**src/verilog/svmc_pkg.sv**
```systemverilog
// Package for the supply voltage monitor control block
package svmc_pkg;
  // Register addresses in the second I/O bank
  localparam logic [8:0] SVMC_CTRL_ADDR = 9'h1e3;
  localparam logic [8:0] SVMC_STAT_ADDR = 9'h1e4;
  localparam logic [8:0] SVMC_TRIM_ADDR = 9'h1eb;
  localparam logic [8:0] SVMC_BANK_BIT = 9'h100;
  // Field positions
  localparam int SVMC_LEVEL_LSB = 4;
  localparam int SVMC_DUTY_LSB = 6;
  localparam int SVMC_UNDER_BIT = 1;
  localparam int SVMC_PRECISE_BIT = 0;
  // Reset values and masks
  localparam logic [7:0] SVMC_CTRL_RST = 8'h00;
  localparam logic [7:0] SVMC_TRIM_RST = 8'h00;
  localparam logic [7:0] SVMC_CTRL_MASK = 8'h37;
  localparam logic [7:0] SVMC_TRIM_MASK = 8'hc0;
  // Reset-level codes
  localparam logic [1:0] SVMC_LEVEL_2V7 = 2'h0;
  localparam logic [1:0] SVMC_LEVEL_3V = 2'h1;
  localparam logic [1:0] SVMC_LEVEL_5V = 2'h2;
  localparam logic [1:0] SVMC_LEVEL_OFF = 2'h3;
  // Lowest usable trip code
  localparam logic [2:0] SVMC_TRIP_MIN = 3'h4;
  // Duty ratio periods, in 32 kHz periods
  localparam logic [9:0] SVMC_DUTY_P0 = 10'h080;
  localparam logic [9:0] SVMC_DUTY_P1 = 10'h200;
  localparam logic [9:0] SVMC_DUTY_P2 = 10'h020;
  localparam logic [9:0] SVMC_DUTY_P3 = 10'h008;
  // Settle edges after interrupt sync before sampling
  localparam logic [1:0] SVMC_SETTLE_EDGES = 2'h2;

  typedef struct packed {
    logic [1:0] level;
    logic [2:0] trip;
    logic [1:0] duty;
  } svmc_cfg_type;

  typedef struct packed {
    logic under;
    logic precise;
  } svmc_cmp_type;
endpackage : svmc_pkg

```
**src/verilog/svmc_duty.sv**
```systemverilog
// Sleep duty-cycle sequencer for the monitor comparators
`timescale 1ns/1ps
module svmc_duty
  import svmc_pkg::*;
(
  input wire logic clk,
  input wire logic rst_b,
  input wire logic [1:0] duty,
  input wire logic sleep,
  input wire logic wake_sync,
  input wire logic lf_rise,
  output logic mon_on,
  output logic sample
);
  logic [9:0] cnt_r;
  logic [1:0] edge_r;
  logic waking_r;

  function automatic logic [9:0] period_of(input logic [1:0] d);
    unique case (d)
      2'h0: period_of = SVMC_DUTY_P0;
      2'h1: period_of = SVMC_DUTY_P1;
      2'h2: period_of = SVMC_DUTY_P2;
      2'h3: period_of = SVMC_DUTY_P3;
    endcase
  endfunction : period_of

  // One on-period out of each duty period in sleep
  always_ff @(posedge clk or negedge rst_b) begin
    if (!rst_b) begin
      cnt_r <= 10'h000;
    end else if (!sleep) begin
      cnt_r <= 10'h000;
    end else if (lf_rise) begin
      cnt_r <= (cnt_r >= period_of(duty) - 10'h001) ? 10'h000 : cnt_r + 10'h001; // see
    end
  end

  // Wake sample on second 32 kHz rise after sync
  always_ff @(posedge clk or negedge rst_b) begin
    if (!rst_b) begin
      waking_r <= 1'b0;
      edge_r <= 2'h0;
    end else if (wake_sync) begin
      waking_r <= 1'b1;
      edge_r <= 2'h0;
    end else if (waking_r && lf_rise) begin
      edge_r <= edge_r + 2'h1;
      if (edge_r + 2'h1 == SVMC_SETTLE_EDGES) begin
        waking_r <= 1'b0;
      end
    end
  end

  assign mon_on = !sleep || (cnt_r == 10'h000);
  assign sample = waking_r && lf_rise && (edge_r + 2'h1 == SVMC_SETTLE_EDGES);
endmodule : svmc_duty

```
**src/verilog/svmc_top.sv**
```systemverilog
// Supply voltage monitor control registers and comparator status
// Notes on behaviour
// Reset-level field bits 5:4 pick 2.7 V, 3 V or 5 V reset range.
// Code 11 blocks resets; status still shows comparator at 3 V range.
// Firmware selects the 5 V range before running above 12 MHz.
// Trip select bits 2:0; codes below 100 reserved, higher codes raise trip.
// Status bit 1 shows undervoltage comparator state.
// Status bit 0 shows precise reset comparator state.
// Status is read-only, live, upper bits zero, writes ignored.
// Registers decode only with the extended I/O bank flag set.
// Trim bits 7:6 set monitor on/off duty ratio in 32 kHz periods.
// In sleep the monitor runs duty-cycled with longer latency.
// On wake, comparators sampled on second 32 kHz rise after sync.
// Reserved control and trim bits ignore writes and read zero.
`timescale 1ns/1ps
module svmc_top
  import svmc_pkg::*;
(
  // Clock and reset
  input wire logic CLK_SYS,
  input wire logic RST_B,
  // CPU I/O access
  input wire logic [7:0] IO_ADDR,
  input wire logic EXT_IO_BANK_FLAG,
  input wire logic IO_WR,
  input wire logic IO_RD,
  input wire logic [7:0] IO_WDATA,
  output logic [7:0] IO_RDATA,
  // Analog comparators: precise ones, one per reset range, plus the undervoltage comparator
  input wire logic [2:0] PRECISE_CMP_RANGE,
  input wire logic UNDERVOLTAGE_CMP,
  // Sleep sequencing
  input wire logic SLEEP,
  input wire logic WAKE_SYNC,
  input wire logic LF_RISE,
  // Analog controls and reset request
  output logic [1:0] RANGE_SELECT,
  output logic [2:0] TRIP_POINT_SELECT,
  output logic MONITOR_ON,
  output logic PRECISE_RESET_REQ
);
  svmc_cfg_type cfg_r;
  svmc_cmp_type cmp_live;
  svmc_cmp_type cmp_r;
  logic [7:0] rdata_nxt;
  logic mon_on;
  logic sample;
  logic [8:0] full_addr;

  function automatic logic hit(input logic [8:0] a, input logic [8:0] reg_addr);
    hit = (a == reg_addr);
  endfunction : hit

  assign full_addr = {EXT_IO_BANK_FLAG, IO_ADDR};

  // Control and trim writes
  always_ff @(posedge CLK_SYS or negedge RST_B) begin
    if (!RST_B) begin
      cfg_r <= '0;
    end else if (IO_WR) begin
      if (hit(full_addr, SVMC_CTRL_ADDR)) begin
        cfg_r.level <= IO_WDATA[SVMC_LEVEL_LSB +: 2]; // see
        cfg_r.trip <= IO_WDATA[2:0];
      end
      if (hit(full_addr, SVMC_TRIM_ADDR)) begin
        cfg_r.duty <= IO_WDATA[SVMC_DUTY_LSB +: 2]; // see
      end
    end
  end

  // Comparator selection; off code watches the 3 V range
  always_comb begin
    unique case (cfg_r.level)
      SVMC_LEVEL_2V7: cmp_live.precise = PRECISE_CMP_RANGE[0];
      SVMC_LEVEL_3V: cmp_live.precise = PRECISE_CMP_RANGE[1];
      SVMC_LEVEL_5V: cmp_live.precise = PRECISE_CMP_RANGE[2];
      SVMC_LEVEL_OFF: cmp_live.precise = PRECISE_CMP_RANGE[1];
    endcase
    cmp_live.under = UNDERVOLTAGE_CMP;
  end

  // Held comparator state: live when awake, sampled on wake
  always_ff @(posedge CLK_SYS or negedge RST_B) begin
    if (!RST_B) begin
      cmp_r <= '0;
    end else if (!SLEEP || sample) begin
      cmp_r <= cmp_live;
    end else if (mon_on) begin
      cmp_r <= cmp_live;
    end
  end

  svmc_duty u_duty (
    .clk(CLK_SYS),
    .rst_b(RST_B),
    .duty(cfg_r.duty),
    .sleep(SLEEP),
    .wake_sync(WAKE_SYNC),
    .lf_rise(LF_RISE),
    .mon_on(mon_on),
    .sample(sample)
  );

  // Read mux
  always_comb begin
    rdata_nxt = 8'h00;
    if (hit(full_addr, SVMC_CTRL_ADDR)) begin
      rdata_nxt = {2'h0, cfg_r.level, 1'b0, cfg_r.trip} & SVMC_CTRL_MASK;
    end else if (hit(full_addr, SVMC_STAT_ADDR)) begin
      rdata_nxt[SVMC_UNDER_BIT] = cmp_live.under; // see
      rdata_nxt[SVMC_PRECISE_BIT] = cmp_live.precise;
    end else if (hit(full_addr, SVMC_TRIM_ADDR)) begin
      rdata_nxt = {cfg_r.duty, 6'h00} & SVMC_TRIM_MASK;
    end
  end

  always_ff @(posedge CLK_SYS or negedge RST_B) begin
    if (!RST_B) begin
      IO_RDATA <= 8'h00;
    end else if (IO_RD) begin
      IO_RDATA <= rdata_nxt;
    end
  end

  // Reset request from held comparator state
  always_ff @(posedge CLK_SYS or negedge RST_B) begin
    if (!RST_B) begin
      PRECISE_RESET_REQ <= 1'b0;
    end else begin
      PRECISE_RESET_REQ <= cmp_r.precise && (cfg_r.level != SVMC_LEVEL_OFF);
    end
  end

  assign RANGE_SELECT = (cfg_r.level == SVMC_LEVEL_OFF) ? SVMC_LEVEL_3V : cfg_r.level;
  assign TRIP_POINT_SELECT = cfg_r.trip;
  assign MONITOR_ON = mon_on;

  // Rises seen since the last wake sync, saturating
  logic [1:0] wake_edges_r;

  always_ff @(posedge CLK_SYS or negedge RST_B) begin
    if (!RST_B) begin
      wake_edges_r <= 2'h3;
    end else if (WAKE_SYNC) begin
      wake_edges_r <= 2'h0;
    end else if (LF_RISE && wake_edges_r != 2'h3) begin
      wake_edges_r <= wake_edges_r + 2'h1;
    end
  end

  // Reset request and off-code range select
  no_reset_off_a: assert property (@(posedge CLK_SYS) disable iff (!RST_B)
    (cfg_r.level == SVMC_LEVEL_OFF) |=> !PRECISE_RESET_REQ)
    else $error("reset issued with level off");
  req_tripped_a: assert property (@(posedge CLK_SYS) disable iff (!RST_B)
    (cmp_r.precise && cfg_r.level != SVMC_LEVEL_OFF) |=> PRECISE_RESET_REQ)
    else $error("reset not issued when tripped");
  req_clear_a: assert property (@(posedge CLK_SYS) disable iff (!RST_B)
    !cmp_r.precise |=> !PRECISE_RESET_REQ)
    else $error("reset issued without trip");
  off_range_a: assert property (@(posedge CLK_SYS) disable iff (!RST_B)
    (cfg_r.level == SVMC_LEVEL_OFF) |-> RANGE_SELECT == SVMC_LEVEL_3V)
    else $error("off code not on 3 V range");

  // Register access
  ctrl_bank_wr_a: assert property (@(posedge CLK_SYS) disable iff (!RST_B)
    (IO_WR && !EXT_IO_BANK_FLAG) |=> $stable(cfg_r))
    else $error("config changed outside bank");
  bank_read_a: assert property (@(posedge CLK_SYS) disable iff (!RST_B)
    (IO_RD && !EXT_IO_BANK_FLAG) |=> IO_RDATA == 8'h00)
    else $error("read data outside bank");
  stat_read_a: assert property (@(posedge CLK_SYS) disable iff (!RST_B) // see see
    (IO_RD && hit(full_addr, SVMC_STAT_ADDR)) |=>
    (IO_RDATA == {6'h00, $past(UNDERVOLTAGE_CMP), $past(cmp_live.precise)}))
    else $error("status read wrong");
  stat_upper_a: assert property (@(posedge CLK_SYS) disable iff (!RST_B)
    (IO_RD && hit(full_addr, SVMC_STAT_ADDR)) |=> IO_RDATA[7:2] == 6'h00)
    else $error("status upper bits set");
  level_off_stat_a: assert property (@(posedge CLK_SYS) disable iff (!RST_B)
    (IO_RD && hit(full_addr, SVMC_STAT_ADDR) && cfg_r.level == SVMC_LEVEL_OFF) |=>
    IO_RDATA[SVMC_PRECISE_BIT] == $past(PRECISE_CMP_RANGE[1]))
    else $error("off code status not 3 V range");
  stat_write_a: assert property (@(posedge CLK_SYS) disable iff (!RST_B)
    (IO_WR && hit(full_addr, SVMC_STAT_ADDR)) |=> $stable(cfg_r))
    else $error("status write changed config");
  rdata_hold_a: assert property (@(posedge CLK_SYS) disable iff (!RST_B)
    !IO_RD |=> $stable(IO_RDATA))
    else $error("read data changed without read");
  ctrl_resv_a: assert property (@(posedge CLK_SYS) disable iff (!RST_B)
    (IO_RD && hit(full_addr, SVMC_CTRL_ADDR)) |=> (IO_RDATA & ~SVMC_CTRL_MASK) == 8'h00)
    else $error("control reserved bits set");
  trim_resv_a: assert property (@(posedge CLK_SYS) disable iff (!RST_B)
    (IO_RD && hit(full_addr, SVMC_TRIM_ADDR)) |=> IO_RDATA[5:0] == 6'h00)
    else $error("trim reserved bits set");
  trim_write_a: assert property (@(posedge CLK_SYS) disable iff (!RST_B)
    (IO_WR && hit(full_addr, SVMC_TRIM_ADDR)) |=> cfg_r.duty == $past(IO_WDATA[7:6]))
    else $error("duty not written");
  level_write_a: assert property (@(posedge CLK_SYS) disable iff (!RST_B)
    (IO_WR && hit(full_addr, SVMC_CTRL_ADDR)) |=> cfg_r.level == $past(IO_WDATA[5:4]))
    else $error("level not written");
  trip_write_a: assert property (@(posedge CLK_SYS) disable iff (!RST_B)
    (IO_WR && hit(full_addr, SVMC_CTRL_ADDR)) |=> TRIP_POINT_SELECT == $past(IO_WDATA[2:0]))
    else $error("trip select not written");

  // Sleep and wake sampling
  awake_mon_a: assert property (@(posedge CLK_SYS) disable iff (!RST_B)
    !SLEEP |-> MONITOR_ON)
    else $error("monitor off while awake");
  awake_track_a: assert property (@(posedge CLK_SYS) disable iff (!RST_B)
    !SLEEP |=> cmp_r == $past(cmp_live))
    else $error("held state not live while awake");
  sleep_hold_a: assert property (@(posedge CLK_SYS) disable iff (!RST_B)
    (SLEEP && !mon_on && !sample) |=> $stable(cmp_r))
    else $error("held state changed while monitor off");
  duty_on_a: assert property (@(posedge CLK_SYS) disable iff (!RST_B)
    (SLEEP && mon_on) |=> cmp_r == $past(cmp_live))
    else $error("held state missed on-period");
  wake_second_a: assert property (@(posedge CLK_SYS) disable iff (!RST_B)
    (LF_RISE && !WAKE_SYNC && wake_edges_r == SVMC_SETTLE_EDGES - 2'h1) |-> sample)
    else $error("no sample on second rise");
  wake_only_a: assert property (@(posedge CLK_SYS) disable iff (!RST_B)
    sample |-> (LF_RISE && wake_edges_r == SVMC_SETTLE_EDGES - 2'h1))
    else $error("sample off the second rise");
  wake_capture_a: assert property (@(posedge CLK_SYS) disable iff (!RST_B)
    sample |=> cmp_r == $past(cmp_live))
    else $error("wake sample not captured");
endmodule : svmc_top

```
**config.mk**
```make
export PLATFORM = sky130hd
export DESIGN_NAME = svmc_top
export DESIGN_NICKNAME = d
export VERILOG_FILES = /design/src/verilog/svmc_pkg.sv /design/src/verilog/svmc_duty.sv /design/src/verilog/svmc_top.sv
export SDC_FILE = /design/constraint.sdc
export NUM_CORES = 1
export LEC_CHECK = 0
export BUFFER_PORTS_ARGS = -buffer_cell sky130_fd_sc_hd__buf_4
export CELL_PAD_IN_SITES_DETAIL_PLACEMENT = 0
export CELL_PAD_IN_SITES_GLOBAL_PLACEMENT = 1
export CORE_ASPECT_RATIO = 1.25
export CORE_MARGIN = 5
export CORE_UTILIZATION = 40
export DETAILED_ROUTE_END_ITERATION = 8
export MAX_ROUTING_LAYER = met4
export PLACE_DENSITY = 0.88
export SLEW_MARGIN = 40
export SYNTH_ARGS = -nofsm -noshare
export SYNTH_HDL_FRONTEND = slang
export SYNTH_SLANG_ARGS = --single-unit
export TNS_END_PERCENT = 30
```
**constraint.sdc**
```tcl
create_clock -name CLK_SYS -period 3.6 [get_ports CLK_SYS]
set_input_delay 0.36 -clock CLK_SYS [delete_from_list [all_inputs] [get_ports CLK_SYS]]
set_output_delay 0.36 -clock CLK_SYS [all_outputs]
set_load 0.02 [all_outputs]
```
# After elaboration in Yosys (flattened, before gate mapping)
# Index checks and enable logic that the tools add are counted.
[classes]
n_addsub = 3
multipliers = 0
div = 0
n_lt_le_gt_ge = 1
eq_ne = 12
shifts = 0
n_mux = 19
n_bitwise = 0
reduce_logical = 16
[ops]
columns = ["operator", "n"]
rows = [
  ["$mux 10", 5],
  ["$pmux 10 s4", 1],
  ["$eq 9x9->1 const B", 3],
  ["$mux 8", 2],
  ["$add 10x1->10 const B", 1],
  ["$eq 2x2->1 const B", 5],
  ["$ge 10x10->1", 1],
  ["$logic_not 10->1", 1],
  ["$sub 10x1->10 const B", 1],
  ["$mux 2", 4],
  ["$mux 6", 1],
  ["$reduce_and 2->1", 3],
  ["$reduce_bool 2->1", 3],
  ["$mux 1", 5],
  ["$eq 2x1->1 const B", 2],
  ["$logic_not 2->1", 2],
  ["$logic_and 1x1->1", 3],
  ["$pmux 1 s3", 1],
  ["$add 2x1->2 const B", 1],
  ["$logic_or 1x1->1", 2],
  ["$ne 2x1->1 const B", 1],
  ["$ne 2x2->1 const B", 1],
  ["$reduce_or 2->1", 1],
  ["$logic_not 1->1", 1],
]
[word_totals]
regBits = 30
latchBits = 0
mem_bits_rw = 0
romBits = 0
in_bits = 28
word_cells = 60
memories = 0

# Longest topological paths before layout
[depth]
word_depth = 9
depth_mapped = 9
mapped_depth_nobuf = 9

# Modules after synthesis
# Synthesis repeated with hierarchy kept, for this count alone.
[unflattened]
cells_unflattened = 176
hier_area_um2 = 1831.8
[by_module_without_submodules]
columns = ["mod", "instances", "cells_per_inst", "area_each_um2", "seq_area_each_um2"]
rows = [
  ["svmc_duty", 1, 116, 1043.5, 325.3],
  ["svmc_top", 1, 60, 788.3, 400.4],
]

# Least setup slack after synthesis
# OpenSTA, ideal clock, no wires.
[synth_timing]
kind = "reg-to-reg"
from = "register, netlist name cfg_r[0]"
to = "register u_duty.cnt_r[4]"
arrival_time_ns = 2.049
path_slack_ns = 1.459
path_stages_with_launch = 9
n_path_buf = 0
synth_period_minus_slack_ns = 2.141
cell_sequence = "dfrtp_1 nand2b_1 ha_1 ha_1 o2111ai_2 a21oi_1 a211o_4 nand2b_4 o31ai_2"
[synth_via]
elab_chain_cells = 9
elab_cells_between_ends = 12
classes_between = "1 x add/sub; 1 x order compare; 3 x eq/ne; 6 x mux; 1 x reduce/logical"
[synth_rtl]
columns = ["element", "line", "text"]
rows = [
  ["$eq 2x2->1, or another cell as far along", "svmc_duty.sv:20", "unique case (d)"],
  ["$pmux 10 s4 *", "svmc_duty.sv:20", ""],
  ["$mux 10 *", "svmc_duty.sv:34", "end else if (lf_rise) begin"],
  ["$mux 10 *", "svmc_duty.sv:32", "end else if (!sleep) begin"],
  ["$sub 10x1->10 *", "svmc_duty.sv:35", "cnt_r <= (cnt_r >= period_of(duty) - 10'h001) ? 10'h000 : cnt_r + 10'h001;"],
  ["$ge 10x10->1 *", "svmc_duty.sv:35", ""],
  ["$mux 10 *", "svmc_duty.sv:35", ""],
  ["$mux 10 *", "svmc_duty.sv:34", ""],
  ["$mux 10 *", "svmc_duty.sv:32", ""],
  ["end signal: assignment", "svmc_duty.sv:35", ""],
  ["end: declaration", "svmc_duty.sv:15", "logic [9:0] cnt_r;"],
]
# Every way passes the cells marked *; elsewhere a longest branch is shown, timed or not. The select of a mux whose other input is x is not followed.
# A chain may end at the register's enable or synchronous reset.

# Worst setup path in the final report
[layout_timing]
from = "register, netlist name cfg_r[0]"
to = "register u_duty.cnt_r[4]"
[layout_via]
elab_chain_cells = 9
elab_cells_between_ends = 12
classes_between = "1 x add/sub; 1 x order compare; 3 x eq/ne; 6 x mux; 1 x reduce/logical"
[layout_rtl]
columns = ["element", "line"]
rows = [
  ["$eq 2x2->1, or another cell as far along", "svmc_duty.sv:20"],
  ["$pmux 10 s4 *", "svmc_duty.sv:20"],
  ["$mux 10 *", "svmc_duty.sv:34"],
  ["$mux 10 *", "svmc_duty.sv:32"],
  ["$sub 10x1->10 *", "svmc_duty.sv:35"],
  ["$ge 10x10->1 *", "svmc_duty.sv:35"],
  ["$mux 10 *", "svmc_duty.sv:35"],
  ["$mux 10 *", "svmc_duty.sv:34"],
  ["$mux 10 *", "svmc_duty.sv:32"],
]
# Marked as above.

==> impl_metrics.toml <==
[synth]
synth_seq_cells = 29
synth_cell_type_count = 43
synth_edf_count = 0
combinational_family_with_the_most_area_after_synthesis = "simple AND/OR/NAND/NOR gates"
synthAdderAreaFrac = 0.0671
synthesis.instances = 171
synth_simple_gate_area_frac = 0.197
xor_xnor_portion_of_the_synthesized_cell_area = 0.00522
synthMuxAreaShare = 0.0656
synth.yosys.seq_area_share = 0.432
yosysWarnings = 0
synth_compound_gate_area_share = 0.177
synth.avg_cell_area_um2 = 9.82
postSynthNetCount = 208
post_synth_instance_area_um2 = 1680
ys.flop_type = "dfrtp_1"
synth_async_sr_flop_share = 1.00

[sta]
clock_tree_skew_after_final_layout_ns = 0.00941
final-hold-violation-count = 18
finalCritPeriodShare = 0.641
max_slew.worst_pin.slew_ns = 0.581
final-max-slew-violation-count = 0
period_needed_ns = 2.31
setup_tns_ns = 0
setup-violations-final = 0
grt_setup_unrepaired = "no"
finalHoldWorstSlack_ns = -0.00925
fmax_mhz = 433
max_slew_headroom = 0.610

[detailed_routing]
drt-pass1-iter-count = 5
viasPerCell = 5.23
routedWlPerCell_um = 13.8
route.antenna.remaining_nets = 0
drc_violations_left = 0
drt-initial-drc-count = 48
dr_total_vias = 1401
totalWireLength_um = 3710

[finish]
mostFrequentLayoutCells = "buf_4, dfrtp_1, nand2_1"
drive_above_1_share = 0.297
n_fill_cell = 399
diodes = 0
layout.cells.most_common = "buf_4"
multi_input_area_um2 = 867
final_net_count = 248
area_growth_syn_to_layout_pct = 26.0
layout.area.seq_um2 = 726

[clock_tree]
clock_sinks = 29
root_buffer = "clkbuf_8"
post_cts_buffers = 0
ctsLongestPathBuffers = 2
cts_resized = 0
cts_made_buffers = 5
worst_skew_pair.late_latency_ns = 0.28
htree_num_levels = 2
cts_hold_buf = 0
cts_tree = "yes"
worst_setup_hold_path_clk_slew_ns = 0.07

[global_route]
grt_first_pass_wirelength_um = 6580
antenna_violations_before_repair = 0
global_route.usage.met1 = 0.165
grt.met3_usage = 0.0447
grtUsageTotal = 0.158
globalRouteMet2Util = 0.284
grt.busiest_layer = "met2"
grt_remaining_overflow = 0
grt_start_max_net_pins = 30
first_global_vias = 1487

[critical_path]
startpoint = "cfg_r[0]$_DFFE_PN0P_"
worst-endpoint-required_ns = 3.80
rr_endpoint = "u_duty.cnt_r[4]$_DFFE_PN0P_"
critPathLaunchType = "flop"
data_arrival_time_at_the_worst_slack_endpoint_ns = 2.50
ff2ff_setup_slack_ns = 1.29
reg2reg_depth = 8
critPathMaxFanout = 9
cp-endpoint = "u_duty.cnt_r[4]$_DFFE_PN0P_"
category_of_the_critical_setup_timing_path = "reg -> reg"
reg2reg_from = "cfg_r[0]$_DFFE_PN0P_"
timing.critical_path.to_type = "flop"

[power_and_ir_drop]
p_switching_mw = 0.203
seqPwrFrac = 0.439
cellPowerDensity_nw_per_um2 = 381
leakage_nw = 0.960
worst_ir_drop_vdd_mv = 0.274
clock_power_share = 0.423
fraction_of_power_spent_switching_nets = 0.252
report.power.total_mw = 0.806
power.share.combinational = 0.138
intPower_mw = 0.603

[placed_design]
io_buffer_count = 40
gp_congestion = 0.795
place_hpwl_um = 2850

[run_status]
outcome = "finished with violations"
failed_checks = "hold timing"

[floorplan]
die_y_extent_um = 82.4
initial_core_util = 0.413
core_um2 = 4070
chipWidth_um = 68.0
placement_rows = 26
io_pins = 43
dieArea_um2 = 5600

[min_path]
hold_path_class = "in -> async"

[run]
cap_viol_max_count = 0
==> critical path, cell delays in order (launching register included) <==
cell       delay, ns
dfrtp_1         0.46
nand2b_1        0.18
ha_1            0.28
ha_1            0.34
o2111ai_2       0.10
a21oi_1         0.10
a211o_4         0.36
nand2b_4        0.19
o31ai_2         0.22
==> through the flow <==
step                cell area (um2)  setup slack [ns]  cells  utilization
floorplan                      1680              1.46    171            -
global placement               2000              1.32    260        0.492
detailed placement             2000              1.31    260        0.492
CTS                            2120              1.27    268        0.520
global route                   2120              1.14    268        0.520
finish                         2120              1.29    268        0.520
==> cell usage after synthesis, types with 2 or more instances <==
master / count / area (um2)
nor3_1: 2 / 10.0
nand2b_1: 5 / 31.3
dfrtp_1: 29 / 726
o22ai_1: 3 / 18.8
nor2_1: 9 / 33.8
clkbuf_1: 2 / 7.51
nand2_1: 19 / 71.3
nand3_1: 7 / 35.0
inv_1: 10 / 37.5
mux2_2: 8 / 90.1
mux2i_1: 2 / 20.0
nor2b_1: 4 / 25.0
a21oi_1: 6 / 30.0
nand4_1: 2 / 12.5
a21o_1: 2 / 15.0
conb_1: 2 / 7.51
o2bb2ai_1: 5 / 43.8
o21ai_0: 15 / 75.1
buf_4: 4 / 30.0
a22oi_1: 2 / 15.0
or3_1: 3 / 18.8
ha_1: 9 / 113
==> cells by family after synthesis <==
group                    Yosys count
AND/OR/NAND/NOR                   61
multiplexers                      10
AO/OA/AOI/OAI                     42
other                              2
XOR/XNOR                           1
buffers and inverters             17
adder cells (fa/ha/maj)            9
flip-flops                        29
==> flip-flops by register name (all words and copies together), names as in the netlist <==
register,cells
u_duty.cnt_r,10
IO_RDATA,7
cfg_r,4
TRIP_POINT_SELECT,3
u_duty.edge_r,2
PRECISE_RESET_REQ,1
cmp_r,1
u_duty.waking_r,1
==> power groups by stage <==
stage / sequential, mW / clock [mW] / combinational, mW
after global routing: 0.357 / 0.366 / 0.125
final: 0.354 / 0.341 / 0.111
after floorplan: 0.362 / 0 / 0.0570
after global placement: 0.360 / 0 / 0.110
after CTS: 0.354 / 0.349 / 0.113
after detailed placement: 0.360 / 0 / 0.113
==> per-layer routing <==
metal / part of all wire / wire length [um]
met4: 0.010 / 38
met1: 0.41 / 1500
met5: 0 / 0
met3: 0.059 / 219
met2: 0.52 / 1950
==> how the worst min path moves through the flow <==
stage | from | to | slack (ns) | depth (start not counted)
after floorplan | RST_B | IO_RDATA[0]$_DFFE_PN0P_ | 0.06 | 0
after global routing | RST_B | IO_RDATA[4]$_DFFE_PN0P_ | 0.02 | 1
after detailed placement | RST_B | cfg_r[0]$_DFFE_PN0P_ | 0.31 | 1
final | RST_B | cfg_r[0]$_DFFE_PN0P_ | -0.009 | 1
after global placement | RST_B | cfg_r[0]$_DFFE_PN0P_ | 0.31 | 1
after CTS | RST_B | u_duty.cnt_r[3]$_DFFE_PN0P_ | 0.005 | 1
==> final cells by class <==
cell class / instances / share of cell area
tap: 56 / 0.0331
inverter: 10 / 0.0177
clock buffer: 5 / 0.0325
clock inverter: 3 / 0.0219
timing repair buffer: 40 / 0.142
multi-input combinational: 125 / 0.410
sequential: 29 / 0.343
(Power assumes the default switching activity.)
